File: src/design/io_recovery_pkg.sv
// Purpose: shared constants and types for the ISA I/O recovery timer
// Assumes: classic Wishbone slave, 32-bit data, byte addresses
// Notes: the control register holds 8 bits in the low byte lane
`default_nettype none
package io_recovery_pkg;

   // ***************************************************
   // Register map
   // ***************************************************
   localparam logic [7:0] OFS_CONTROL = 8'h4c;
   localparam logic [7:0] OFS_STATUS = 8'h50;
   localparam logic [7:0] OFS_HOLDOFF = 8'h54;
   localparam logic [7:0] CONTROL_RESET = 8'h56;
   localparam logic [31:0] UNMAPPED_DATA = 32'h0000_0000;

   // ***************************************************
   // Control fields
   // ***************************************************
   localparam int BIT_RESERVED = 7;
   localparam int BIT_EN8 = 6;
   localparam int POS_CNT8_HI = 5;
   localparam int POS_CNT8_LO = 3;
   localparam int BIT_EN16 = 2;
   localparam int POS_CNT16_HI = 1;
   localparam int POS_CNT16_LO = 0;
   localparam logic [7:0] CONTROL_WMASK = 8'h7f;

   // ***************************************************
   // Timing, in ISA clock periods
   // ***************************************************
   localparam logic [3:0] MIN_RECOVERY = 4'h5;
   localparam logic [3:0] ZERO_CODE_ADD8 = 4'h8;
   localparam logic [3:0] ZERO_CODE_ADD16 = 4'h4;
   localparam logic [3:0] MAX_RECOVERY = 4'hd;

   // ***************************************************
   // Status fields
   // ***************************************************
   localparam int POS_ST_STATE = 0;
   localparam int POS_ST_ELAPSED = 4;
   localparam int POS_ST_NEED = 8;
   localparam int BIT_ST_PENDING = 12;

   typedef enum logic [2:0] {
      ST_IDLE = 3'b001,
      ST_CMD = 3'b010,
      ST_REC = 3'b100
   } rec_state_e;

   typedef struct packed {
      logic from_pci;
      logic wide16;
      logic sub_cycle;
   } io_req_s;

endpackage
`default_nettype wire

File: src/design/pin_sync3.sv
// Purpose: three-stage synchroniser with agreed level and edge pulses
// Assumes: inputs arrive from outside the clk_i domain
// Notes: a change counts once stages two and three agree
`default_nettype none
module pin_sync3 #(
   parameter int WIDTH = 1,
   parameter logic [WIDTH-1:0] INIT = '0
) (
   // Clock and control
   input wire logic clk_i,
   input wire logic rst_i,
   input wire logic ce_i,
   // Pins and results
   input wire logic [WIDTH-1:0] pin_i,
   output logic [WIDTH-1:0] level_o,
   output logic [WIDTH-1:0] rise_o,
   output logic [WIDTH-1:0] fall_o
);

   genvar g;
   generate
      for (g = 0; g < WIDTH; g++) begin : g_bit
         logic s1_reg;
         logic s2_reg;
         logic s3_reg;
         // First stage feeds only the second stage
         always_ff @(posedge clk_i) begin
            if (rst_i) begin
               s1_reg <= INIT[g];
               s2_reg <= INIT[g];
               s3_reg <= INIT[g];
            end else if (ce_i) begin
               s1_reg <= pin_i[g];
               s2_reg <= s1_reg;
               s3_reg <= s2_reg;
            end
         end
         always_ff @(posedge clk_i) begin
            if (rst_i) begin
               level_o[g] <= INIT[g];
               rise_o[g] <= 1'b0;
               fall_o[g] <= 1'b0;
            end else if (ce_i) begin
               rise_o[g] <= (s2_reg == s3_reg) && s3_reg && !level_o[g];
               fall_o[g] <= (s2_reg == s3_reg) && !s3_reg && level_o[g];
               if (s2_reg == s3_reg) begin
                  level_o[g] <= s3_reg;
               end
            end
         end
      end
   endgenerate

endmodule
`default_nettype wire

File: src/design/io_recovery_timer.sv
// Purpose: spaces forwarded ISA I/O cycles by a programmable recovery
// Assumes: classic Wishbone slave; ISA clock and strobes are pins
// Notes: the bridge asserts a request and starts BALE only on io_go_o
//
// Functional notes
// (RULE1) Spacing applies only to PCI-originated 8 and 16-bit ISA I/O cycles.
// (RULE2) At least five ISA clocks always separate consecutive I/O cycles; here only PCI requests wait, counted from the last granted PCI strobe end.
// (RULE3) Interval runs from strobe rising edge to next BALE falling edge.
// (RULE4) Extra recovery adds whole ISA clocks per width's programmed count.
// (RULE5) Byte assembly sub-cycles get no extra recovery beyond minimum.
// (RULE6) Bit 6 enables 8-bit extra count; clear means minimum only.
// (RULE7) Bits 5:3 add 1 to 7 clocks; code 000 adds 8, total 13.
// (RULE8) Bit 2 enables 16-bit extra count; clear means minimum only.
// (RULE9) Bits 1:0 add 1 to 3 clocks; code 00 adds 4, total 9.
// (RULE10) Reset value 56h: both enables set, both counts add two.
// (RULE11) Reserved bit 7 always reads zero.
// (RULE12) BALE held off until recovery counter, restarted per strobe, ends; here it restarts only at a granted PCI strobe end.
`default_nettype none
module io_recovery_timer
   import io_recovery_pkg::*;
(
   // Clock, reset, enable
   input wire logic clk_i,
   input wire logic rst_i,
   input wire logic ce_i,
   // Wishbone slave
   input wire logic wb_cyc_i,
   input wire logic wb_stb_i,
   input wire logic wb_we_i,
   input wire logic [7:0] wb_adr_i,
   input wire logic [3:0] wb_sel_i,
   input wire logic [31:0] wb_dat_i,
   output logic [31:0] wb_dat_o,
   output logic wb_ack_o,
   // Cycle request from the bridge
   input wire logic req_valid_i,
   input wire io_req_s req_i,
   output logic io_go_o,
   output logic recovering_o,
   // ISA pins
   input wire logic sysclk_i,
   input wire logic ior_n_i,
   input wire logic iow_n_i
);

   // ***************************************************
   // Pin synchronisers
   // ***************************************************
   logic [2:0] pin_rise;
   logic [2:0] pin_fall;
   logic isa_tick;
   logic strobe_end;

   // Three flops per pin; SYSCLK shares the path with the strobes so
   // their edges keep the same latency and line up cycle for cycle
   pin_sync3 #(
      .WIDTH(3),
      .INIT(3'h6)
   ) u_sync (
      .clk_i(clk_i),
      .rst_i(rst_i),
      .ce_i(ce_i),
      .pin_i({iow_n_i, ior_n_i, sysclk_i}),
      .level_o(),
      .rise_o(pin_rise),
      .fall_o(pin_fall)
   );

   // One ISA clock counts per synchronised rising edge of SYSCLK
   assign isa_tick = pin_rise[0];
   // RULE3 strobe end
   // Either command strobe going high ends the cycle
   assign strobe_end = pin_rise[1] | pin_rise[2];

   // ***************************************************
   // Recovery decode
   // ***************************************************
   logic [7:0] control_reg;

   // Total ISA clocks a request must wait after the last granted PCI strobe end
   function automatic logic [3:0] needed_clocks(
      input logic [7:0] ctl,
      input io_req_s rq
   );
      logic [3:0] add;
      add = 4'h0;
      if (rq.wide16) begin
         // RULE8 16-bit enable
         if (ctl[BIT_EN16]) begin
            // RULE9 16-bit decode
            add = {2'b00, ctl[POS_CNT16_HI:POS_CNT16_LO]};
            if (add == 4'h0) begin
               add = ZERO_CODE_ADD16;
            end
         end
      end else begin
         // RULE6 8-bit enable
         if (ctl[BIT_EN8]) begin
            // RULE7 8-bit decode
            add = {1'b0, ctl[POS_CNT8_HI:POS_CNT8_LO]};
            if (add == 4'h0) begin
               add = ZERO_CODE_ADD8;
            end
         end
      end
      // RULE5 sub-cycles minimum
      if (rq.sub_cycle) begin
         add = 4'h0;
      end
      // RULE4 whole clock steps
      // RULE2 five clock floor
      needed_clocks = MIN_RECOVERY + add;
   endfunction

   // ***************************************************
   // Recovery state
   // ***************************************************
   rec_state_e state_reg;
   rec_state_e state_next;
   logic [3:0] elapsed_reg;
   logic [3:0] need_now;
   logic may_go;

   assign need_now = needed_clocks(control_reg, req_i);

   // ***************************************************
   // Command strobe tracking
   // ***************************************************
   logic strobe_begin;
   logic strobe_seen_reg;
   logic cmd_done;

   assign strobe_begin = pin_fall[1] | pin_fall[2];

   // An end only closes the granted cycle once its own strobe went low,
   // so a strobe already in flight at the grant cannot cut recovery short
   always_ff @(posedge clk_i) begin
      if (rst_i) begin
         strobe_seen_reg <= 1'b0;
      end else if (ce_i) begin
         if (state_reg == ST_CMD && strobe_begin) begin
            strobe_seen_reg <= 1'b1;
         end else if (state_reg != ST_CMD) begin
            strobe_seen_reg <= 1'b0;
         end
      end
   end

   // RULE3 granted strobe end
   assign cmd_done = strobe_end && strobe_seen_reg;

   // RULE1 PCI cycles only
   // RULE12 hold off BALE
   // Cycles from ISA masters or DMA never wait on this timer
   always_comb begin
      may_go = 1'b0;
      if (req_valid_i && !io_go_o) begin
         if (!req_i.from_pci) begin
            may_go = 1'b1;
         end else if (state_reg != ST_CMD) begin
            may_go = (elapsed_reg >= need_now);
         end
      end
   end

   // Recovery falls back to idle once the longest total has passed
   always_comb begin
      state_next = state_reg;
      case (state_reg)
         ST_IDLE: begin
            if (may_go && req_i.from_pci) begin
               state_next = ST_CMD;
            end
         end
         ST_CMD: begin
            if (cmd_done) begin
               state_next = ST_REC;
            end
         end
         ST_REC: begin
            if (may_go && req_i.from_pci) begin
               state_next = ST_CMD;
            end else if (elapsed_reg >= MAX_RECOVERY) begin
               state_next = ST_IDLE;
            end
         end
         default: begin
            state_next = ST_IDLE;
         end
      endcase
   end

   always_ff @(posedge clk_i) begin
      if (rst_i) begin
         state_reg <= ST_IDLE;
      end else if (ce_i) begin
         state_reg <= state_next;
      end
   end

   // RULE12 counter restart
   // Saturating count of ISA clocks since the last granted PCI strobe end
   // Saturating at the longest total keeps the count narrow and lets the
   // first request after reset go without waiting
   always_ff @(posedge clk_i) begin
      if (rst_i) begin
         elapsed_reg <= MAX_RECOVERY;
      end else if (ce_i) begin
         if (cmd_done && state_reg == ST_CMD) begin
            elapsed_reg <= 4'h0;
         end else if (isa_tick && elapsed_reg < MAX_RECOVERY) begin
            elapsed_reg <= elapsed_reg + 4'h1;
         end
      end
   end

   // ***************************************************
   // Request outputs
   // ***************************************************
   // The grant is a single pulse; a PCI request still held after it must
   // wait for the next recovery like any other
   always_ff @(posedge clk_i) begin
      if (rst_i) begin
         io_go_o <= 1'b0;
      end else if (ce_i) begin
         io_go_o <= may_go;
      end
   end

   // Recovery is reported only while the count can still hold a request
   always_ff @(posedge clk_i) begin
      if (rst_i) begin
         recovering_o <= 1'b0;
      end else if (ce_i) begin
         recovering_o <= (state_next == ST_REC) &&
                         (elapsed_reg < MAX_RECOVERY);
      end
   end

   // ***************************************************
   // Hold-off counter
   // ***************************************************
   // Counts PCI requests that had to wait for recovery
   logic [15:0] holdoff_reg;
   logic waiting_reg;

   always_ff @(posedge clk_i) begin
      if (rst_i) begin
         waiting_reg <= 1'b0;
         holdoff_reg <= 16'h0000;
      end else if (ce_i) begin
         waiting_reg <= req_valid_i && req_i.from_pci && !may_go &&
                        !io_go_o;
         if (req_valid_i && req_i.from_pci && !may_go && !io_go_o &&
             !waiting_reg) begin
            holdoff_reg <= holdoff_reg + 16'h0001;
         end
      end
   end

   // ***************************************************
   // Wishbone slave
   // ***************************************************
   logic bus_req;
   logic bus_write;
   logic [31:0] read_mux;

   // Registers sit on word boundaries; byte offset bits are ignored
   function automatic logic [7:0] word_addr(input logic [7:0] adr);
      word_addr = {adr[7:2], 2'b00};
   endfunction

   assign bus_req = wb_cyc_i && wb_stb_i && !wb_ack_o;
   assign bus_write = bus_req && wb_we_i;

   // One cycle answer; the ack drops the cycle after it rises
   always_ff @(posedge clk_i) begin
      if (rst_i) begin
         wb_ack_o <= 1'b0;
      end else if (ce_i) begin
         wb_ack_o <= bus_req;
      end
   end

   // ***************************************************
   // Control register
   // ***************************************************
   // RULE10 reset value
   // Only the low byte lane carries the control register
   always_ff @(posedge clk_i) begin
      if (rst_i) begin
         control_reg <= CONTROL_RESET;
      end else if (ce_i) begin
         if (bus_write && wb_sel_i[0] &&
             word_addr(wb_adr_i) == OFS_CONTROL) begin
            control_reg <= wb_dat_i[7:0] & CONTROL_WMASK;
         end
      end
   end

   // ***************************************************
   // Read path
   // ***************************************************
   always_comb begin
      read_mux = UNMAPPED_DATA;
      case (word_addr(wb_adr_i))
         OFS_CONTROL: begin
            // RULE11 reserved reads zero
            read_mux[7:0] = control_reg & CONTROL_WMASK;
         end
         // Status shows the live count so software can watch recovery
         OFS_STATUS: begin
            read_mux[POS_ST_STATE +: 3] = state_reg;
            read_mux[POS_ST_ELAPSED +: 4] = elapsed_reg;
            read_mux[POS_ST_NEED +: 4] = need_now;
            read_mux[BIT_ST_PENDING] = req_valid_i;
         end
         OFS_HOLDOFF: begin
            read_mux[15:0] = holdoff_reg;
         end
         default: begin
            read_mux = UNMAPPED_DATA;
         end
      endcase
   end

   // Read data stands only in the ack cycle; zero otherwise keeps the
   // bus quiet for wired-or fabrics
   always_ff @(posedge clk_i) begin
      if (rst_i) begin
         wb_dat_o <= UNMAPPED_DATA;
      end else if (ce_i) begin
         if (bus_req && !wb_we_i) begin
            wb_dat_o <= read_mux;
         end else begin
            wb_dat_o <= UNMAPPED_DATA;
         end
      end
   end

endmodule
`default_nettype wire

File: config.mk
export PLATFORM = sky130hd
export DESIGN_NAME = io_recovery_timer
export DESIGN_NICKNAME = d
export VERILOG_FILES = /design/src/design/io_recovery_pkg.sv /design/src/design/pin_sync3.sv /design/src/design/io_recovery_timer.sv
export SDC_FILE = /design/constraint.sdc
export NUM_CORES = 1
export LEC_CHECK = 0
export ABC_AREA = 0
export BUFFER_PORTS_ARGS = -buffer_cell sky130_fd_sc_hd__buf_2
export CAP_MARGIN = 20
export CORE_UTILIZATION = 55
export CTS_CLUSTER_DIAMETER = 80
export DETAILED_ROUTE_END_ITERATION = 16
export PLACE_DENSITY = 0.92
export REMOVE_ABC_BUFFERS = 1
export SYNTH_ARGS = -nofsm -noshare
export SYNTH_HDL_FRONTEND = slang
export SYNTH_SLANG_ARGS = --single-unit
File: constraint.sdc
create_clock -name clk_i -period 5.5 [get_ports clk_i]
set_input_delay 0.55 -clock clk_i [delete_from_list [all_inputs] [get_ports clk_i]]
set_output_delay 0.55 -clock clk_i [all_outputs]
set_load 0.01 [all_outputs]
==> metrics.md <==
| Metric | Value |
|---|---|
| First-pass GRT wire length | 14.28 mm |
| ANT cells | 0 |
| Routed WL | 8.469 mm |
| Core Util, Final | 63.74% |
| Starting Density | 58.16% |
| Sequential share of power | 47.7% |
| Synthesized instance count | 440 |
| Mux share of post-synthesis cell area | 8.794% |
| DP Wirelength | 5.696 mm |
| Vias in the first global route | 3120 |
| Share of layout cells above drive strength 1 | 14.86% |
| Root buffer selected by CTS | clkbuf_8 |
| Worst slew pin tran | 811.2 ps |
| # setup viols final | 0 |
| 1st-iter DRT viols | 423 |
| Critical path arrival | 3370 ps |
| Yosys cell types | 51 |
| Nets | 537 |
| CP Launch Type | flip-flop |
| CP required | 5720 ps |
| DP Cell Count | 532 |
| Final instance area | 0.004116 mm2 |
| Hold/Removal Path Class | primary input to flip-flop |
| # port buffers | 45 |
| Synth Area per Inst | 8.537 um2 |
| Status | complete, no violations |
| Die width | 84.64 um |
| Critical path class | flip-flop to flip-flop |
| Sw Share | 22.78% |
| Pint | 0.0008167 W |
| TritonCTS clock tree | yes |
| Post-CTS Resized | 0 |
| Post-synth top cells | dfxtp_1, nand2_1, nor2_1 |
| Worst hold path depth | 2 |
| Largest net degree at the start of global routing | 68 |
| Power Dens Cells | 256.9 mW/mm2 |
| Clk sinks | 68 |
| Tmin final | 3146 ps |
| Setup_tns | 0 ps |
| Lkg Pwr | 1.690 nW |
| CTS Hold Bufs | 0 |
| # IOs | 92 |
| Fin crit share | 57.19% |
| Die height | 84.64 um |
| Post-synth EDFFs | 0 |
| Drt pass-1 iters | 7 |
| Clk_skew | 9.563 ps |
| Syn-to-layout area delta | 9.594% |
| Fillers | 519 |
| Final Hold Fails | 0 |
| Hold WS | 413.8 ps |
| CTS Buf Count | 9 |
| Clock tree buffer depth | 2 |
| Max_cap viols | 0 |
| H-tree Lvls | 3 |
| Clk pwr share | 45.3% |
| Maximum vdd ir drop | 0.2422 mV |
| Total gr overflow | 0 |
| Synth area leaders | dfxtp_1, ha_1, nand2_1, mux2i_1, mux2_1 |
| CP max FO | 21 |
| Row count | 29 |
| Worst slew margin | 45.92% |
| Clock-pin slew on the worst setup and hold paths | 70 ps |
| Synthesized flop and latch total | 68 |
| Worst reg2reg path depth | 9 |
| Residual DRC | 0 |
| WL/cell | 15.45 um |
| Post-synth top flop | dfxtp_1 |
| Total track usage | 24.83% |
| NetSw | 0.0002409 W |
| Postcts setup bufs | 0 |
| Post-synth top area share | 36.24% |
| Comb pwr share | 6.9% |
| Vias/cell | 6.040 |
| Vias | 3310 |
| Sequential area share after synthesis | 36.24% |
| Final Max Slew Viols | 0 |
| GPL Wtd Cong | 0.8827 |
| Initial antenna violation count | 0 |
| Ys async rst share | 0% |
| Die ar. | 0.007164 mm2 |
| RSZ-0062 raised after global routing | no |
| Post-route insts no fill | 548 |
| Main combinational cell family by area after synthesis | simple AND/OR/NAND/NOR gates |
| Compound-Gate Fraction of Synth Area | 15.99% |
| DRT antenna net count | 0 |
| Cell with the most instances after synthesis | dfxtp_1 |
| Post-Synth Adder-Cell Area | 4.664% |
| Core Footprint | 0.006459 mm2 |
| Crit. End Element | flip-flop |
| Mapped Area | 0.003756 mm2 |
| Synth area leader | dfxtp_1 |
| Max Clk Rate | 317.9 MHz |
| Synth warn | 0 |
| Synth Area in XOR/XNOR | 0.9327% |
| Synth Area in Simple Gates | 24.32% |
| Skew-Pair Late Insertion Delay | 340 ps |
| DP Area | 0.003880 mm2 |
routing by layer:
layer / share of wire [%] / track usage (%)
met2: 51 / 42.57
met3: 5.3 / 4.720
met5: 0 / 0
met1: 42 / 30.80
met4: 2.2 / 9.861
power groups by stage:
| stage | Combinational (W) | Sequential (W) | Clock, W |
|---|---|---|---|
| 2_1_floorplan | 0.0000380 | 0.000515 | 0 |
| 5_1_grt | 0.0000816 | 0.000506 | 0.000503 |
| 4_1_cts | 0.0000727 | 0.000505 | 0.000481 |
| 3_5_place_dp | 0.0000725 | 0.000516 | 0 |
| 6_report | 0.0000730 | 0.000505 | 0.000480 |
| 3_3_place_gp | 0.0000688 | 0.000516 | 0 |
critical path, cell delays in order, from the launching register on:
cell	delay, ps
dfxtp_1	410
nand3b_1	110
a21oi_1	340
ha_1	240
xnor2_1	190
ha_1	290
o21ai_0	140
nand2b_1	450
a311oi_1	500
mux2_1	350
placed cells by master (no fill, tap or decap), types with 3 or more instances in the layout:
cell      Yosys  layout
dfxtp_1      68      68
buf_2         2      45
nand2_1      41      41
nor2_1       35      35
inv_1        20      20
o21ai_0      19      19
a21oi_1      18      18
nor2b_1      16      16
conb_1        1      16
mux2i_1      15      15
nand3_1      14      14
a311oi_1     14      14
ha_1         14      14
nor3_1       13      13
mux2_1       13      13
o211ai_1     12      12
nand4_1      12      12
clkbuf_8      0      12
nand3b_1     10      10
nand2b_1      8       8
a32oi_1       4       4
and4_1        4       4
and3_1        4       4
xnor2_1       3       3
mux2_2        3       3
a22oi_1       3       3
cell families after synthesis:
family | count (synthesis)
fa+ha+maj | 14
xor+xnor | 4
flops | 68
simple gates | 170
other cells | 1
compound gates | 86
buf+inv | 66
mux | 31
final timing paths:
check / start / to / slack, ps
min reg2reg: u_sync.rise_o[2] / u_sync.rise_o[2] / 460
min: req_i[2] / io_go_o / 410
max: control_reg[3] / holdoff_reg[6] / 2350
max reg2reg: control_reg[3] / holdoff_reg[6] / 2350
cell type report:
cell class                 count  area [um2]  area share (%)
sequential                    68        1361           33.07
tap                           77       96.34           2.340
timing repair buffer          46       232.7           5.653
inverter                      20       75.07           1.824
clock buffer                  13       168.9           4.103
multi-input combinational    321        2115           51.37
clock inverter                 3       67.56           1.641
through the flow:
| step | worst slack (ps) | total power [W] |
|---|---|---|
| floorplan | 2674 | 0.0005532 |
| global placement | 2196 | 0.0005845 |
| detailed placement | 2072 | 0.0005888 |
| CTS | 2411 | 0.001059 |
| global route | 2166 | 0.001090 |
| finish | 2354 | 0.001058 |
(Power assumes the default switching activity.)
